### src/hw/dbgev_pkg.sv
// constants, field layout and reset values of the debug event entry logic
// What this block does
// RULE1: non-mask bit forces breakpoint recognition regardless
// RULE2: bits 28,29 read-only devport trap enables
// RULE3: bits 30,31 software trap enables, writable
// RULE4: reset clears whole second watchpoint control
// RULE5: watchpoint needs all three selected conditions
// RULE6: counter A: preset, source select, encoding
// RULE7: counter B same, second watchpoint sources
// RULE8: reset clears counter control, preset undefined
// RULE9: hardware sets causes; read clears when allowed
// RULE10: writes to cause register are ignored
// RULE11: entry needs debug enabled and enable bit
// RULE12: reset clears every cause bit
// RULE13: checkstop and machine check cause bits
// RULE14: exception cause bits set on assertion
// RULE15: trace cause on single-step or branch trace
// RULE16: breakpoint and external breakpoint cause bits
// RULE17: devport cause on request or reset entry
// RULE18: enable bit per cause blocks or permits
// RULE19: reset enables checkstop, trace, breakpoints, devport
// RULE20: load-address select E, F, both, either
// RULE21: counters decrement per event, expire raises breakpoint
package dbgev_pkg;
  // field bit n sits at vector index 31-n (bit 0 is the msb)
  localparam logic [9:0]  SPR_DEBUG_CAUSE   = 10'h094;
  localparam logic [9:0]  SPR_ENTRY_ENABLE  = 10'h095;
  localparam logic [9:0]  SPR_COUNTER_A     = 10'h096;
  localparam logic [9:0]  SPR_COUNTER_B     = 10'h097;
  localparam logic [9:0]  SPR_LS_WATCH_CTL2 = 10'h09D;

  localparam int CB_CHECKSTOP    = 31 - 2;
  localparam int CB_MACHINE_CHK  = 31 - 3;
  localparam int CB_DATA_STOR    = 31 - 4;
  localparam int CB_INSTR_STOR   = 31 - 5;
  localparam int CB_EXT_INT      = 31 - 6;
  localparam int CB_ALIGN        = 31 - 7;
  localparam int CB_PROGRAM      = 31 - 8;
  localparam int CB_FP_UNAVAIL   = 31 - 9;
  localparam int CB_DECREMENTER  = 31 - 10;
  localparam int CB_SYSTEM_CALL  = 31 - 13;
  localparam int CB_TRACE        = 31 - 14;
  localparam int CB_FP_ASSIST    = 31 - 15;
  localparam int CB_SW_EMUL      = 31 - 17;
  localparam int CB_LS_BRK       = 31 - 28;
  localparam int CB_INSTR_BRK    = 31 - 29;
  localparam int CB_EXT_BRK      = 31 - 30;
  localparam int CB_DEVPORT      = 31 - 31;

  localparam logic [31:0] CAUSE_MASK = 32'h3FE7_400F;
  localparam logic [31:0] CAUSE_RESET = 32'h0000_0000;
  localparam logic [31:0] ENTRY_RESET = (32'h1 << CB_CHECKSTOP) | (32'h1 << CB_TRACE) |
                                        (32'h1 << CB_LS_BRK) | (32'h1 << CB_INSTR_BRK) |
                                        (32'h1 << CB_EXT_BRK) | (32'h1 << CB_DEVPORT);

  // per-watchpoint fields, second watchpoint sits LW_STRIDE lower
  localparam int LW_STRIDE  = 10;
  localparam int LW_EN      = 31;
  localparam int LW_IA_HI   = 30;
  localparam int LW_IADC    = 28;
  localparam int LW_LA_HI   = 27;
  localparam int LW_LADC    = 25;
  localparam int LW_LD_HI   = 24;
  localparam int LW_LDDC    = 22;
  localparam int LW_NOMASK  = 31 - 20;
  localparam int LW_DP_TRAP = 31 - 28;
  localparam int LW_SW_TRAP = 31 - 30;
  localparam logic [31:0] LSWC2_WR_MASK = 32'hFFFF_F803;
  localparam logic [31:0] LSWC2_RESET   = 32'h0000_0000;

  localparam int CNT_PRESET_LO = 16;
  localparam int CNT_SRC_LO    = 0;
  localparam logic [1:0]  SRC_OFF  = 2'h0;
  localparam logic [1:0]  SRC_IBUS = 2'h1;
  localparam logic [1:0]  SRC_LBUS = 2'h2;
  localparam logic [15:0] CNT_PRESET_RESET = 16'h0000;
  localparam logic [31:0] RDATA_RESET = 32'h0000_0000;
endpackage

### src/hw/dbgev_cnt_if.sv
// carrier between the main block and one breakpoint counter
`timescale 1ns/10ps
interface dbgev_cnt_if;
  logic        load;
  logic [31:0] load_word;
  logic        ibus_evt;
  logic        lbus_evt;
  logic [15:0] count;
  logic [1:0]  sel;
  logic        expire;
  modport ctl (output load, load_word, ibus_evt, lbus_evt, input count, sel, expire);
  modport cnt (input load, load_word, ibus_evt, lbus_evt, output count, sel, expire);
endinterface

### src/hw/dbgev_counter.sv
// one breakpoint counter with preset and source select
`timescale 1ns/10ps
module dbgev_counter
  import dbgev_pkg::*;
(
  input  wire logic clock,
  input  wire logic arst_n,
  dbgev_cnt_if.cnt  bus
);
  logic evt;

  always_comb begin
    evt = 1'b0;
    case (bus.sel)
      SRC_IBUS: evt = bus.ibus_evt;
      SRC_LBUS: evt = bus.lbus_evt;
      default:  evt = 1'b0; // reserved code counts nothing
    endcase
  end

  always_ff @(posedge clock or negedge arst_n) begin
    if (!arst_n) begin
      bus.sel <= SRC_OFF; // see RULE8
    end else if (bus.load) begin
      bus.sel <= bus.load_word[CNT_SRC_LO +: 2]; // see RULE6
    end
  end

  // preset is don't-care after reset; zero keeps it defined
  always_ff @(posedge clock or negedge arst_n) begin
    if (!arst_n) begin
      bus.count <= CNT_PRESET_RESET;
    end else if (bus.load) begin
      bus.count <= bus.load_word[CNT_PRESET_LO +: 16];
    end else if (evt && bus.count != 16'h0000) begin
      bus.count <= bus.count - 16'h0001; // see RULE21
    end
  end

  always_ff @(posedge clock or negedge arst_n) begin
    if (!arst_n) begin
      bus.expire <= 1'b0;
    end else begin
      bus.expire <= !bus.load && evt && bus.count == 16'h0001; // see RULE21
    end
  end

  AST_CNT_DECREMENT: assert property (@(posedge clock) disable iff (!arst_n) // see RULE21
    (!bus.load && evt && bus.count != 16'h0000) |=> bus.count == $past(bus.count) - 16'h0001)
    else $error("counter did not step down on its event");
  AST_CNT_INACTIVE: assert property (@(posedge clock) disable iff (!arst_n) // see RULE6
    (!bus.load && bus.sel == SRC_OFF) |=> $stable(bus.count) && !bus.expire)
    else $error("inactive counter moved");
endmodule // dbgev_counter

### src/hw/dbgev_top.sv
// debug cause, entry enable, breakpoint counters and watchpoint control two
`timescale 1ns/10ps
module dbgev_top
  import dbgev_pkg::*;
(
  input  wire logic        clock,
  input  wire logic        arst_n,
  input  wire logic [9:0]  spr_addr,
  input  wire logic        spr_wr,
  input  wire logic        spr_rd,
  input  wire logic [31:0] spr_wdata,
  output logic      [31:0] spr_rdata,
  input  wire logic        debug_enabled,
  input  wire logic        in_debug,
  input  wire logic        recoverable_state_flag,
  input  wire logic [3:0]  ibus_watch,
  input  wire logic        ibus_brk_raw,
  input  wire logic        cmp_match_e,
  input  wire logic        cmp_match_f,
  input  wire logic        cmp_match_g,
  input  wire logic        cmp_match_h,
  input  wire logic        devport_trap_load,
  input  wire logic [1:0]  devport_trap_cfg,
  input  wire logic        evt_checkstop,
  input  wire logic        evt_machine_check,
  input  wire logic        evt_data_storage,
  input  wire logic        evt_instr_storage,
  input  wire logic        evt_ext_interrupt,
  input  wire logic        evt_alignment,
  input  wire logic        evt_program,
  input  wire logic        evt_fp_unavailable,
  input  wire logic        evt_decrementer,
  input  wire logic        evt_system_call,
  input  wire logic        single_step,
  input  wire logic        branch_trace,
  input  wire logic        evt_fp_assist,
  input  wire logic        evt_sw_emulation,
  input  wire logic        ext_brk_module,
  input  wire logic        ext_brk_devport,
  input  wire logic        devport_nmi,
  input  wire logic        debug_from_reset,
  output logic             debug_entry_req,
  output logic [1:0]       ls_watch,
  output logic             ls_breakpoint,
  output logic             instr_breakpoint
);
  logic [31:0] debug_cause;
  logic [31:0] debug_entry_enable;
  logic [31:0] loadstore_watch_control_two;
  logic [31:0] set_vec;
  logic [31:0] next_rdata;
  logic [1:0]  ls_watch_now;
  logic [1:0]  ls_hit;
  logic        ibus_hit;
  logic        brk_recognised;
  logic        cause_ls_breakpoint_set;
  logic        cause_instr_breakpoint_set;
  logic        cause_clear;
  logic        breakpoint_mask_override;
  logic [1:0]  devport_trap_ls;
  logic [1:0]  sw_trap_ls;

  dbgev_cnt_if cnt_a ();
  dbgev_cnt_if cnt_b ();

  assign breakpoint_mask_override = loadstore_watch_control_two[LW_NOMASK];
  assign devport_trap_ls = {loadstore_watch_control_two[LW_DP_TRAP - 1],
                            loadstore_watch_control_two[LW_DP_TRAP]};
  assign sw_trap_ls      = {loadstore_watch_control_two[LW_SW_TRAP - 1],
                            loadstore_watch_control_two[LW_SW_TRAP]};

  // load/store watchpoints: each care bit turns its condition on
  for (genvar k = 0; k < 2; k++) begin : g_watch
    localparam int B = k * LW_STRIDE;
    logic [1:0] ia_sel;
    logic [1:0] la_sel;
    logic [1:0] ld_sel;
    logic       ia_hit;
    logic       la_hit;
    logic       ld_hit;
    assign ia_sel = loadstore_watch_control_two[LW_IA_HI - B -: 2];
    assign la_sel = loadstore_watch_control_two[LW_LA_HI - B -: 2];
    assign ld_sel = loadstore_watch_control_two[LW_LD_HI - B -: 2];
    assign ia_hit = ibus_watch[ia_sel];
    always_comb begin
      case (la_sel)
        2'h0:    la_hit = cmp_match_e; // see RULE20
        2'h1:    la_hit = cmp_match_f;
        2'h2:    la_hit = cmp_match_e & cmp_match_f;
        default: la_hit = cmp_match_e | cmp_match_f;
      endcase
    end
    always_comb begin
      case (ld_sel)
        2'h0:    ld_hit = cmp_match_g;
        2'h1:    ld_hit = cmp_match_h;
        2'h2:    ld_hit = cmp_match_g & cmp_match_h;
        default: ld_hit = cmp_match_g | cmp_match_h;
      endcase
    end
    assign ls_watch_now[k] = loadstore_watch_control_two[LW_EN - B] &
                             (ia_hit | ~loadstore_watch_control_two[LW_IADC - B]) &
                             (la_hit | ~loadstore_watch_control_two[LW_LADC - B]) &
                             (ld_hit | ~loadstore_watch_control_two[LW_LDDC - B]); // see RULE5

    AST_WATCH_ALL_THREE: assert property (@(posedge clock) disable iff (!arst_n) // see RULE5
      ls_watch[k] |-> $past(loadstore_watch_control_two[LW_EN - B]) &&
        ($past(ia_hit) || !$past(loadstore_watch_control_two[LW_IADC - B])) &&
        ($past(la_hit) || !$past(loadstore_watch_control_two[LW_LADC - B])) &&
        ($past(ld_hit) || !$past(loadstore_watch_control_two[LW_LDDC - B])))
      else $error("load/store watchpoint fired without all conditions");
  end

  // counter A follows the first watchpoints, counter B the second
  assign cnt_a.load      = spr_wr && spr_addr == SPR_COUNTER_A; // see RULE6
  assign cnt_a.load_word = spr_wdata;
  assign cnt_a.ibus_evt  = ibus_watch[0];
  assign cnt_a.lbus_evt  = ls_watch_now[0];
  assign cnt_b.load      = spr_wr && spr_addr == SPR_COUNTER_B; // see RULE7
  assign cnt_b.load_word = spr_wdata;
  assign cnt_b.ibus_evt  = ibus_watch[1];
  assign cnt_b.lbus_evt  = ls_watch_now[1];

  dbgev_counter u_cnt_a (
    .clock  (clock),
    .arst_n (arst_n),
    .bus    (cnt_a.cnt)
  );
  dbgev_counter u_cnt_b (
    .clock  (clock),
    .arst_n (arst_n),
    .bus    (cnt_b.cnt)
  );

  // a counted watchpoint traps only on expiry, an uncounted one at once
  assign ls_hit[0] = (ls_watch_now[0] & (sw_trap_ls[0] | devport_trap_ls[0]) &
                      cnt_a.sel != SRC_LBUS) | (cnt_a.expire & cnt_a.sel == SRC_LBUS);
  assign ls_hit[1] = (ls_watch_now[1] & (sw_trap_ls[1] | devport_trap_ls[1]) &
                      cnt_b.sel != SRC_LBUS) | (cnt_b.expire & cnt_b.sel == SRC_LBUS);
  assign ibus_hit  = ibus_brk_raw | (cnt_a.expire & cnt_a.sel == SRC_IBUS) |
                     (cnt_b.expire & cnt_b.sel == SRC_IBUS); // see RULE21
  assign brk_recognised = breakpoint_mask_override | recoverable_state_flag; // see RULE1
  assign cause_ls_breakpoint_set = (|ls_hit) & brk_recognised;
  assign cause_instr_breakpoint_set = ibus_hit & brk_recognised;

  always_comb begin
    set_vec = 32'h0000_0000;
    set_vec[CB_CHECKSTOP]   = evt_checkstop; // see RULE13
    set_vec[CB_MACHINE_CHK] = evt_machine_check;
    set_vec[CB_DATA_STOR]   = evt_data_storage;
    set_vec[CB_INSTR_STOR]  = evt_instr_storage;
    set_vec[CB_EXT_INT]     = evt_ext_interrupt; // see RULE14
    set_vec[CB_ALIGN]       = evt_alignment;
    set_vec[CB_PROGRAM]     = evt_program;
    set_vec[CB_FP_UNAVAIL]  = evt_fp_unavailable;
    set_vec[CB_DECREMENTER] = evt_decrementer;
    set_vec[CB_SYSTEM_CALL] = evt_system_call;
    set_vec[CB_TRACE]       = single_step | branch_trace; // see RULE15
    set_vec[CB_FP_ASSIST]   = evt_fp_assist;
    set_vec[CB_SW_EMUL]     = evt_sw_emulation;
    set_vec[CB_LS_BRK]      = cause_ls_breakpoint_set; // see RULE16
    set_vec[CB_INSTR_BRK]   = cause_instr_breakpoint_set;
    set_vec[CB_EXT_BRK]     = ext_brk_module | ext_brk_devport;
    set_vec[CB_DEVPORT]     = devport_nmi | debug_from_reset; // see RULE17
  end

  assign cause_clear = spr_rd && spr_addr == SPR_DEBUG_CAUSE && (!debug_enabled || in_debug);

  // writes never reach the cause bits; a same-cycle set survives the read clear
  always_ff @(posedge clock or negedge arst_n) begin
    if (!arst_n) begin
      debug_cause <= CAUSE_RESET; // see RULE12
    end else if (cause_clear) begin
      debug_cause <= set_vec; // see RULE9
    end else begin
      debug_cause <= debug_cause | set_vec; // see RULE10
    end
  end

  always_ff @(posedge clock or negedge arst_n) begin
    if (!arst_n) begin
      debug_entry_enable <= ENTRY_RESET; // see RULE19
    end else if (spr_wr && spr_addr == SPR_ENTRY_ENABLE) begin
      debug_entry_enable <= spr_wdata & CAUSE_MASK; // see RULE18
    end
  end

  always_ff @(posedge clock or negedge arst_n) begin
    if (!arst_n) begin
      debug_entry_req <= 1'b0;
    end else begin
      debug_entry_req <= debug_enabled && (set_vec & debug_entry_enable) != 32'h0; // see RULE11
    end
  end

  // devport trap bits only move from the development port side
  always_ff @(posedge clock or negedge arst_n) begin
    if (!arst_n) begin
      loadstore_watch_control_two <= LSWC2_RESET; // see RULE4
    end else begin
      if (spr_wr && spr_addr == SPR_LS_WATCH_CTL2) begin
        loadstore_watch_control_two <= (spr_wdata & LSWC2_WR_MASK) |
          (loadstore_watch_control_two & ~LSWC2_WR_MASK & ~(32'h3 << (LW_DP_TRAP - 1))) |
          (loadstore_watch_control_two & (32'h3 << (LW_DP_TRAP - 1))); // see RULE3
      end
      if (devport_trap_load) begin
        loadstore_watch_control_two[LW_DP_TRAP]     <= devport_trap_cfg[0]; // see RULE2
        loadstore_watch_control_two[LW_DP_TRAP - 1] <= devport_trap_cfg[1];
      end
    end
  end

  always_ff @(posedge clock or negedge arst_n) begin
    if (!arst_n) begin
      ls_watch         <= 2'h0;
      ls_breakpoint    <= 1'b0;
      instr_breakpoint <= 1'b0;
    end else begin
      ls_watch         <= ls_watch_now;
      ls_breakpoint    <= cause_ls_breakpoint_set;
      instr_breakpoint <= cause_instr_breakpoint_set;
    end
  end

  always_comb begin
    case (spr_addr)
      SPR_DEBUG_CAUSE:   next_rdata = debug_cause;
      SPR_ENTRY_ENABLE:  next_rdata = debug_entry_enable;
      SPR_COUNTER_A:     next_rdata = {cnt_a.count, 14'h0000, cnt_a.sel};
      SPR_COUNTER_B:     next_rdata = {cnt_b.count, 14'h0000, cnt_b.sel};
      SPR_LS_WATCH_CTL2: next_rdata = loadstore_watch_control_two;
      default:           next_rdata = 32'h0000_0000;
    endcase
  end

  // read data holds until the next read
  always_ff @(posedge clock or negedge arst_n) begin
    if (!arst_n) begin
      spr_rdata <= RDATA_RESET;
    end else if (spr_rd) begin
      spr_rdata <= next_rdata;
    end
  end

  AST_CAUSE_STICKY: assert property (@(posedge clock) disable iff (!arst_n) // see RULE9
    !cause_clear |=> (debug_cause & $past(debug_cause)) == $past(debug_cause))
    else $error("cause bit dropped without a clearing read");
  AST_CAUSE_READ_CLEAR: assert property (@(posedge clock) disable iff (!arst_n) // see RULE9
    (cause_clear && set_vec == 32'h0) |=> debug_cause == 32'h0 && spr_rdata == $past(debug_cause))
    else $error("cause register not cleared by read");
  AST_CAUSE_WRITE_IGNORED: assert property (@(posedge clock) disable iff (!arst_n) // see RULE10
    (spr_wr && !spr_rd && spr_addr == SPR_DEBUG_CAUSE && set_vec == 32'h0) |=> $stable(debug_cause))
    else $error("write changed the cause register");
  AST_ENTRY_CAUSE: assert property (@(posedge clock) disable iff (!arst_n) // see RULE11
    debug_entry_req |-> $past(debug_enabled) &&
      (($past(set_vec) & $past(debug_entry_enable)) != 32'h0))
    else $error("debug entry without enabled cause");
  AST_ENTRY_BLOCKED: assert property (@(posedge clock) disable iff (!arst_n) // see RULE18
    (set_vec != 32'h0 && (set_vec & debug_entry_enable) == 32'h0) |=> !debug_entry_req)
    else $error("masked cause requested debug entry");
  AST_BRK_MASKED: assert property (@(posedge clock) disable iff (!arst_n) // see RULE1
    (!breakpoint_mask_override && !recoverable_state_flag) |=> !ls_breakpoint && !instr_breakpoint)
    else $error("breakpoint recognised while masked");
  AST_DEVPORT_READ_ONLY: assert property (@(posedge clock) disable iff (!arst_n) // see RULE2
    !devport_trap_load |=> devport_trap_ls == $past(devport_trap_ls))
    else $error("software changed a devport trap enable");
  AST_RESERVED_ZERO: assert property (@(posedge clock) disable iff (!arst_n) // see RULE4
    spr_wr && spr_addr == SPR_LS_WATCH_CTL2 |=> loadstore_watch_control_two[10:4] == 7'h00)
    else $error("reserved control bits became set");
  AST_CAUSE_SETS: assert property (@(posedge clock) disable iff (!arst_n) // see RULE14
    set_vec != 32'h0 |=> (debug_cause & $past(set_vec)) == $past(set_vec))
    else $error("cause bit not set by its event");
  AST_LS_BRK_CAUSE: assert property (@(posedge clock) disable iff (!arst_n) // see RULE16
    ls_breakpoint |-> debug_cause[CB_LS_BRK])
    else $error("load/store breakpoint without its cause bit");
  AST_INSTR_BRK_CAUSE: assert property (@(posedge clock) disable iff (!arst_n) // see RULE16
    instr_breakpoint |-> debug_cause[CB_INSTR_BRK])
    else $error("instruction breakpoint without its cause bit");
endmodule // dbgev_top

### config.mk
export PLATFORM = sky130hd
export DESIGN_NAME = dbgev_top
export DESIGN_NICKNAME = d
export VERILOG_FILES = /design/src/hw/dbgev_pkg.sv /design/src/hw/dbgev_cnt_if.sv /design/src/hw/dbgev_counter.sv /design/src/hw/dbgev_top.sv
export SDC_FILE = /design/constraint.sdc
export NUM_CORES = 1
export LEC_CHECK = 0
export ABC_AREA = 1
export BUFFER_PORTS_ARGS = -buffer_cell sky130_fd_sc_hd__buf_4
export CORE_ASPECT_RATIO = 2
export CORE_MARGIN = 1
export CORE_UTILIZATION = 53
export CTS_BUF_LIST = sky130_fd_sc_hd__clkbuf_4 sky130_fd_sc_hd__clkbuf_8
export DETAILED_ROUTE_END_ITERATION = 12
export GPL_TIMING_DRIVEN = 0
export PLACE_DENSITY = 0.82
export SLEW_MARGIN = 20
export SYNTH_ARGS = -nofsm -noshare
export SYNTH_HDL_FRONTEND = slang
export SYNTH_SLANG_ARGS = --single-unit
export TNS_END_PERCENT = 5
### constraint.sdc
create_clock -name clock -period 1.65 [get_ports clock]
set_input_delay 0.0825 -clock clock [delete_from_list [all_inputs] [get_ports clock]]
set_output_delay 0.0825 -clock clock [all_outputs]
set_load 0.05 [all_outputs]
# Word-level counts from Yosys, hierarchy flattened
# Cells that the tools add are included.
op_classes:
  n_addsub: 2
  n_mul: 0
  div: 0
  magnitude_cmp: 2
  n_eq_ne: 21
  shift: 0
  mux: 18
  bitwise: 46
  reduce_logical: 28
op_table:
  columns: ["op", "count"]
  rows:
  - ["32-bit case mux with 5 select lines", 1]
  - ["16-bit 2-to-1 mux", 4]
  - ["10-bit by 8-bit equality test with 1-bit output (second input constant)", 5]
  - ["16-bit by 1-bit equality test with 1-bit output (second input constant)", 2]
  - ["32-bit 2-to-1 mux", 1]
  - ["32-bit by 11-bit OR with 32-bit output", 1]
  - ["32-bit by 30-bit OR with 32-bit output", 1]
  - ["32-bit by 4-bit OR with 32-bit output", 1]
  - ["16-bit nonzero test", 2]
  - ["32-bit nonzero test", 1]
  - ["16-bit by 1-bit subtractor with 16-bit output (second input constant)", 2]
  - ["30-bit bitwise AND", 1]
  - ["1-bit bitwise AND", 18]
  - ["1-bit OR", 18]
  - ["1-bit logical AND", 13]
  - ["2-bit by 1-bit equality test with 1-bit output (second input constant)", 6]
  - ["2-bit equality test (second input constant)", 6]
  - ["1-bit case mux with 3 select lines", 4]
  - ["2-bit logical NOT", 4]
  - ["2-bit by 3-bit less-than comparator with 1-bit output (second input constant)", 2]
  - ["1-bit inverter", 6]
  - ["2-bit nonzero test", 3]
  - ["1-bit binary-select mux with 2-bit select", 2]
  - ["4-bit 2-to-1 mux", 1]
  - ["7 further kinds", 12]
totals:
  regBits: 156
  latchBits: 0
  mem_bits_rw: 0
  mem_bits_ro: 0
  inputBits: 79
  out_inout_bits: 37
  elab_cells: 132
  mem_count: 0

# Logic depth before layout (Yosys ltp)
# Gate-level depths: netlist (run 1).
depth:
  ltp_word: 14
  depth_mapped: 13
  ltp_nobuf: 12

# Hierarchy
# Synthesis (run 1) repeated with hierarchy kept, for this count alone.
hier_totals:
  cells_unflattened: 989
  hier_area_um2: 7400.8
modules_own_cells:
  columns: ["mod", "instances", "cells_per_inst", "area_each_um2", "seq_area_each_um2"]
  rows:
  - ["dbgev_top", 1, 573, 4533.1, 2259.7]
  - ["dbgev_counter", 2, 208, 1433.9, 475.5]

# Worst setup path after synthesis (run 1)
# Ideal clock, no wire load.
synth_path:
  path_type: "reg-to-reg"
  startpoint: "register u_cnt_b.bus.count[0]"
  endpoint: "register u_cnt_b.bus.count[11]"
  setup_ps: 117
  arrival_ps: 1624
  required_time_ps: 1533
  slack_ps: -91
  stages_incl_launch_ff: 11
  path_cell_list: "dfrtp_1 inv_1 ha_1 nand2_1 nor2_2 nand3_1 nand3_2 nand2_1 buf_2 nand2_1 nand2_1"
synth_via:
  elab_chain_cells: 3
  word_cells_on_any_way: 6
synth_rtl:
  columns: ["item", "line_no", "text"]
  rows:
  - ["start, declared", "dbgev_cnt_if.sv:12", "modport cnt (input load, load_word, ibus_evt, lbus_evt, output count, sel, expire);"]
  - ["start signal, assigned", "dbgev_counter.sv:34", "bus.count <= bus.load_word[CNT_PRESET_LO +: 16];"]
  - ["start signal, assigned", "dbgev_counter.sv:36", "bus.count <= bus.count - 16'h0001;"]
  - ["16-bit by 1-bit subtractor with 16-bit output or 16-bit nonzero test (tied branches)", "dbgev_counter.sv:36, dbgev_counter.sv:35", null]
  - ["16-bit 2-to-1 mux or 1-bit logical AND (tied branches)", "dbgev_counter.sv:35", "end else if (evt && bus.count != 16'h0000) begin"]
  - ["16-bit 2-to-1 mux or 2-bit nonzero test (tied branches)", null, null]
# Several ways; a longest one is shown, not always the timed one. The select of a mux whose other input is x is not followed.
# A chain may end at the register's enable or synchronous reset.

# Worst setup path in the final report (run 1)
layout_path:
  startpoint: "register u_cnt_b.bus.count[0]"
  endpoint: "register u_cnt_b.bus.count[14]"
# The elaborated chain is that of the path after synthesis.

==> flow_summary.toml, run 1 <==
[timing]
finalMaxSlewViolations = 0
skew_ns = 0.0178
hold_viol_final = 1
max_freq_mhz = 589
tns_ns = -0.658
worstMarginPinSlew_ns = 0.709
max-slew-margin-rel_pct = 52.8
grt_setup_unrepaired = "true"
timing.hold.ws_ns = -0.00915
final.period_utilization_pct = 103
setup_viol_count_final = 27
layout_min_cycle_time_ns = 1.70
worst_slack_ns = -0.0492

[worst_hold_path]
hp-class = "in -> reg"
worstHoldEndpoint = "u_cnt_b.bus.count[10]"
holdCritStartpoint = "spr_wdata[26]"
holdPathStages = 5

[drt]
first_pass_iters = 6
ant_nets = 0
via_per_inst = 5.87
drc = 0
routed_wl_um = 25200
dr_total_vias = 7670
drt_iter0_drc = 905
wl_per_cell_um = 19.3

[die]
ioPinCount = 116
fp.dieH_um = 165
dieArea_sq_um = 13800
start_util_pct = 54.3
core_area_sq_um = 13000
num_rows = 59
die_x_um = 83.6

[power]
power_density_nw_per_um2 = 785
p_comb_share_pct = 18.0
internal_power_mw = 5.39
ir_drop_v = 0.000728
leakage_nw = 4.98
netSwitchingFraction_pct = 28.8
p_clk_share_pct = 38.7
p_seq_share_pct = 43.3
p_sw_mw = 2.18

[yosys]
synthXorXnorAreaFrac_pct = 1.74
synthSimpleGateAreaFrac_pct = 29.1
avgSynthCellArea_sq_um = 7.60
syn_inst = 928
synthAdderAreaFrac_pct = 1.42
synthMuxAreaShare_pct = 1.31
yosys_warnings = 0
synthesis.nets = 1015
synth_top_family_by_area = "simple AND/OR/NAND/NOR gates"
yosysSeqAreaShare_pct = 45.5
ys_types = 43
ys_ff_latch = 128
synth_compound_area_share_pct = 12.7
syn_area_sq_um = 7050

[global_route]
grt_start_max_net_pins = 97
grt_pass1_wl_um = 37800
grt_pass1_vias = 7330
track_usage_pct = 36.3
overflow = 0
antenna_found_initial = 0

[place]
dp.cells = 1187
portBuffers = 106
gp_congestion = 0.990
dp_hpwl_um = 17300

[cells_and_area]
fin_nets = 1228
nFillCells = 942
final_common_cell = "nand2_1"
final_cells = 1306
final_cell_mix = "nand2_1 (238), buf_4 (150), dfrtp_1 (111)"
diodes = 0
layout-drive-gt1-share_pct = 25.5
syn2layout_area_growth_pct = 36.8

[worst_setup_path]
cp_max_fo = 4
rr_worst_depth = 12
r2r_end = "u_cnt_b.bus.count[14]"
rr_startpoint = "u_cnt_b.bus.count[0]"
critPathKind = "reg -> reg"
crit_path_end_kind = "flip-flop"
regToRegSetupSlack_ns = -0.05
start_kind = "flip-flop"
required_ns = 2.00
worst-endpoint-arrival_ns = 2.05

[status]
violations = "hold timing, setup timing"
status = "finished, violations left"

[job]
max-cap-violations = 0

[clock_tree]
path_clk_slew_ns = 0.09
htree_levels = 4
cts_sinks = 128
tritoncts = "yes"
cts_root_buf = "clkbuf_8"
clk_latency_ns = 0.47
cts.path.max_buffers = 2
cts_buffers = 17
-- routing by layer --
metal	part of all wire [%]	track usage, %	up-vias
met1	33	38.9	3520
met5	0	0	-
met4	11	32.0	0
met3	8.0	6.06	170
li1	-	-	3473
met2	48	61.6	507
-- cell type report --
type                            count  area (sq um)  area share [%]
Inverter                          105           397            4.11
Sequential cell                   128          3220            33.4
Timing Repair Buffer              194          1640            17.0
Tap cell                          152           190            1.97
Buffer                             37           221            2.30
Multi-Input combinational cell    658          3540            36.7
Clock inverter                     12           159            1.65
Clock buffer                       20           269            2.79
-- how the worst max path moves through the flow --
stage | startpoint | slack [ns] | endpoint | depth (start not counted)
2_1_floorplan | u_cnt_b.bus.count[0] | -0.0009 | u_cnt_b.bus.count[11] | 10
3_3_place_gp | spr_addr[9] | -0.57 | spr_rdata[16] | 8
3_5_place_dp | spr_addr[9] | -0.60 | spr_rdata[16] | 8
4_1_cts | u_cnt_b.bus.count[1] | -0.08 | u_cnt_b.bus.count[12] | 12
5_1_grt | u_cnt_b.bus.count[0] | -0.17 | u_cnt_b.bus.count[12] | 12
6_report | u_cnt_b.bus.count[0] | -0.05 | u_cnt_b.bus.count[14] | 12
-- metrics by stage --
step	cell area (sq um)	power, mW	util [%]	worst slack, ns	hold slack (ns)
2_1_floorplan	7070	3.94	-	-0.000861	-0.213
6_report	9650	7.57	74.2	-0.0492	-0.00915
3_5_place_dp	8090	4.38	62.3	-0.599	-0.0371
5_1_grt	9650	7.85	74.2	-0.172	0.0172
3_3_place_gp	8060	4.35	62.0	-0.569	0.287
4_1_cts	9200	7.39	70.8	-0.0810	0.00321
-- cell families (layout without fill, tap and decap cells) --
kind of cell	Yosys count	in the layout
compound gates	161	161
fa+ha+maj	8	8
buf+inv	142	368
mux	7	7
xor+xnor	14	14
simple gates	468	468
flops	128	128
-- worst max-delay path, cell delays in order (launching register included) --
cell     delay (ns)
dfrtp_1        0.43
inv_2          0.12
ha_4           0.17
nand2_4        0.06
nor2_4         0.12
buf_6          0.13
buf_6          0.08
nand4_1        0.08
xor2_1         0.17
nand2_1        0.05
o21ai_1        0.06
nand2_1        0.06
nand2_1        0.04
-- repair_timing --
action | in CTS | in global routing
hold endpoints to repair | 164 | 0
gates resized for setup | 43 | 67
pin swaps | 7 | 30
setup endpoints to repair | 42 | 83
hold buffers | 42 | 0
setup buffers | 14 | 29
gates cloned | 1 | 1
-- cell usage after synthesis --
cell type / n / area share [%]
nand2_1: 252 / 13
dfrtp_1: 122 / 43
inv_1: 99 / 5.3
o21ai_0: 96 / 6.8
nand3_1: 87 / 6.2
nor2_1: 76 / 4.0
nor3_1: 24 / 1.7
o22ai_1: 22 / 2.0
clkbuf_1: 20 / 1.1
a21oi_1: 16 / 1.1
o21bai_1: 12 / 1.3
xor2_1: 12 / 1.5
nand4_1: 10 / 0.89
buf_2: 8 / 0.57
ha_1: 8 / 1.4
buf_4: 7 / 0.75
dfstp_2: 6 / 2.2
inv_2: 5 / 0.27
nand3_2: 5 / 0.71
o211ai_1: 5 / 0.53
mux2_4: 4 / 0.85
a221oi_1: 3 / 0.37
nand2_2: 3 / 0.27
o21ai_1: 3 / 0.21
and2_1: 2 / 0.18
mux2_2: 2 / 0.32
nor3_4: 2 / 0.46
xnor2_1: 2 / 0.25
a22o_1: 1 / 0.12
a31oi_1: 1 / 0.089
buf_1: 1 / 0.053
buf_6: 1 / 0.16
clkinv_1: 1 / 0.053
mux2i_1: 1 / 0.14
nand4_2: 1 / 0.18
nand4_4: 1 / 0.30
nor2_2: 1 / 0.089
nor4_1: 1 / 0.089
nor4_2: 1 / 0.18
nor4_4: 1 / 0.30
o221ai_1: 1 / 0.12
o31ai_1: 1 / 0.11
or2_2: 1 / 0.089
-- state kept, by name, summed over array words and instances (netlist names) --
name / count
ls_watch: 2
u_cnt_b.bus.count: 16
u_cnt_a.bus.sel: 2
u_cnt_b.bus.expire: 1
debug_cause: 17
debug_entry_req: 1
u_cnt_b.bus.sel: 2
instr_breakpoint: 1
ls_breakpoint: 1
u_cnt_a.bus.count: 16
u_cnt_a.bus.expire: 1
debug_entry_enable: 17
loadstore_watch_control_two: 25
spr_rdata: 26
-- power groups by stage --
stage,Clock (mW),Combinational (mW),Sequential [mW]
floorplan,0,0.526,3.41
global placement,0,1.03,3.32
detailed placement,0,1.05,3.33
CTS,2.92,1.20,3.27
global route,3.08,1.48,3.28
finish,2.93,1.37,3.27
Note: power is estimated with default switching activity, not from simulation.
==> run 2: changes to the inputs <==
--- a/config.mk
+++ b/config.mk
@@ -9,11 +9,11 @@
 export BUFFER_PORTS_ARGS = -buffer_cell sky130_fd_sc_hd__buf_4
 export CORE_ASPECT_RATIO = 2
 export CORE_MARGIN = 1
-export CORE_UTILIZATION = 53
+export CORE_UTILIZATION = 59
 export CTS_BUF_LIST = sky130_fd_sc_hd__clkbuf_4 sky130_fd_sc_hd__clkbuf_8
 export DETAILED_ROUTE_END_ITERATION = 12
-export GPL_TIMING_DRIVEN = 0
-export PLACE_DENSITY = 0.82
+export PLACE_DENSITY = 0.86
+export SETUP_SLACK_MARGIN = 0.2
 export SLEW_MARGIN = 20
 export SYNTH_ARGS = -nofsm -noshare
 export SYNTH_HDL_FRONTEND = slang
==> constraint.sdc (replaced) <==
create_clock -name clock -period 1.8 [get_ports clock]
set_input_delay 0.09 -clock clock [delete_from_list [all_inputs] [get_ports clock]]
set_output_delay 0.09 -clock clock [all_outputs]
set_load 0.05 [all_outputs]
==> run 2 against run 1 <==
Net effect: the flow finishes with violations (hold timing); via count rose by 3.0%; sequential share of layout area rose by 0.11 points; wire length rose by 3.2%; cell area fell by 0.53%; core utilization rose by 7.8 points; combinational power fell by 12%; sequential power fell by 8.3%; clock skew fell by 0.0037 ns.
==> flow_summary.toml, run 2 (synthesis gave the netlist of run 1 again) <==
[status]
status = "finished, violations left"
violations = "hold timing"

[worst_setup_path]
cp_slowest_cell = "dfrtp_1"
rr_worst_depth = 9
cpPeakStageDelay_ns = 0.42
worst-endpoint-arrival_ns = 2.01
regToRegSetupSlack_ns = 0.14
required_ns = 2.14
start_kind = "flip-flop"
crit_path_end_kind = "flip-flop"
critPathKind = "reg -> reg"
path_cells = "inv_2 > ha_2 > nand2_2 > nor2_4 > nand3_1 > nand3_4 > nand2_8 > nand2_1 > nand2_1"
cp_max_fo = 15
crit_top_cell = "nand2_1"

[drt]
drc = 0
drt_iter0_drc = 1135
dr_total_vias = 7900
via_per_inst = 6.13
routed_wl_um = 26000
wl_per_cell_um = 20.2
first_pass_iters = 6
ant_nets = 0

[power]
p_sw_mw = 2.03
netSwitchingFraction_pct = 29.1
power_density_nw_per_um2 = 728
internal_power_mw = 4.96
p_clk_share_pct = 39.8
leakage_nw = 4.98
p_comb_share_pct = 17.2
p_seq_share_pct = 43.0
ir_drop_v = 0.000608

[cells_and_area]
fin_nets = 1217
largest_register_ff_count = 26
diodes = 0
final_cell_mix = "nand2_1 (242), buf_4 (178), dfrtp_1 (116)"
layout-drive-gt1-share_pct = 27.3
regMostFlops = "spr_rdata"
reg.largest.list = "spr_rdata x26, loadstore_watch_control_two x25"
final_common_cell = "nand2_1"
syn2layout_area_growth_pct = 36.1
design_area_sq_um = 9600
nFillCells = 711

[clock_tree]
clk_latency_ns = 0.45
cts.path.max_buffers = 2
cts_buffers = 17
cts_root_buf = "clkbuf_8"
htree_levels = 4
path_clk_slew_ns = 0.08
tritoncts = "yes"
cts_sinks = 128

[job]
max-cap-violations = 0

[timing]
max_freq_mhz = 601
tns_ns = 0
max-slew-margin-rel_pct = 51.2
finalMaxSlewViolations = 0
setup_viol_count_final = 0
worstMarginPinSlew_ns = 0.724
worst_slack_ns = 0.135
skew_ns = 0.0142
hold_viol_final = 1
grt_setup_unrepaired = "true"
layout_min_cycle_time_ns = 1.66
timing.hold.ws_ns = -0.0000122
final.period_utilization_pct = 92.5

[global_route]
overflow = 0
antenna_found_initial = 0
grt_start_max_net_pins = 49
grt_pass1_wl_um = 39100
track_usage_pct = 42.7
grt_pass1_vias = 7487

[place]
gp_congestion = 0.960
detailed_place.area_sq_um = 8330
dp_hpwl_um = 16800
place_ws_ns = 0.00342
portBuffers = 108

[die]
dieArea_sq_um = 12400
start_util_pct = 60.3
die_x_um = 79.3
fp.dieH_um = 157
core_area_sq_um = 11700
ioPinCount = 116
num_rows = 56

[worst_hold_path]
holdPathStages = 3
hp-class = "in -> reg"
run 2: cell count changes in the layout (fill, tap and decap cells not counted), moves of 6 or more:
cell	previous run	this run
buf_6	9	3
nand3_1	79	67
buf_4	150	178
dlygate4sd3_1	40	34
nand3_2	9	23
clkbuf_1	16	0
run 2: critical path: cells and delay by family (launching register included):
family        cells  cell delay [ns]
buf+inv           1             0.08
fa+ha+maj         1             0.18
simple gates      7             0.88
flops             1             0.42
run 2: cell type report:
cell class | count | area (sq um) | share of cell area [%]
clock buffer | 17 | 234 | 2.44
clock inverter | 15 | 205 | 2.14
inverter | 105 | 397 | 4.13
multi-input combinational | 658 | 3550 | 37.0
sequential | 128 | 3220 | 33.5
tap | 145 | 181 | 1.89
timing repair buffer | 220 | 1810 | 18.9
run 2: worst paths after layout:
check / from / to
min in group asynchronous: arst_n / loadstore_watch_control_two[12]
setup reg to reg: u_cnt_b.bus.count[1] / u_cnt_b.bus.count[0]
setup / recovery: u_cnt_b.bus.count[1] / u_cnt_b.bus.count[0]
hold / removal: spr_wdata[28] / debug_entry_enable[28]
max in group asynchronous: arst_n / debug_entry_enable[2]
hold reg to reg: loadstore_watch_control_two[29] / loadstore_watch_control_two[29]
run 2: per-stage QoR:
| stage | hold slack, ns | cells | power [mW] | utilization, % |
|---|---|---|---|---|
| CTS | 0.00236 | 1277 | 6.88 | 79.5 |
| floorplan | -0.206 | 928 | 3.61 | - |
| detailed placement | -0.000112 | 1198 | 4.06 | 71.2 |
| global placement | 0.0000611 | 1198 | 4.04 | 71.2 |
| finish | -0.0000122 | 1288 | 6.99 | 82.0 |
| global route | 0.0276 | 1288 | 7.20 | 82.0 |
run 2: what timing repair did:
action	4_1_cts	5_1_grt
pin swaps	8	19
resized for setup	25	53
gates cloned	1	1
setup endpoints to repair	33	37
hold endpoints to repair	157	0
hold buffers	34	0
setup buffers	12	10
run 2: power groups by stage:
| stage | sequential [mW] | combinational, mW | clock, mW |
|---|---|---|---|
| global placement | 3.04 | 1.00 | 0 |
| CTS | 2.99 | 1.11 | 2.78 |
| global route | 3.01 | 1.31 | 2.89 |
| finish | 3.00 | 1.20 | 2.78 |
| floorplan | 3.13 | 0.484 | 0 |
| detailed placement | 3.05 | 1.01 | 0 |
run 2: metal layers:
layer | up-vias | GRT usage (%) | part of all wire (%)
li1 | 3448 | - | -
met1 | 3605 | 47.4 | 32
met2 | 637 | 70.7 | 49
met3 | 210 | 7.93 | 9.6
met4 | 0 | 33.2 | 9.8
met5 | - | 0 | 0
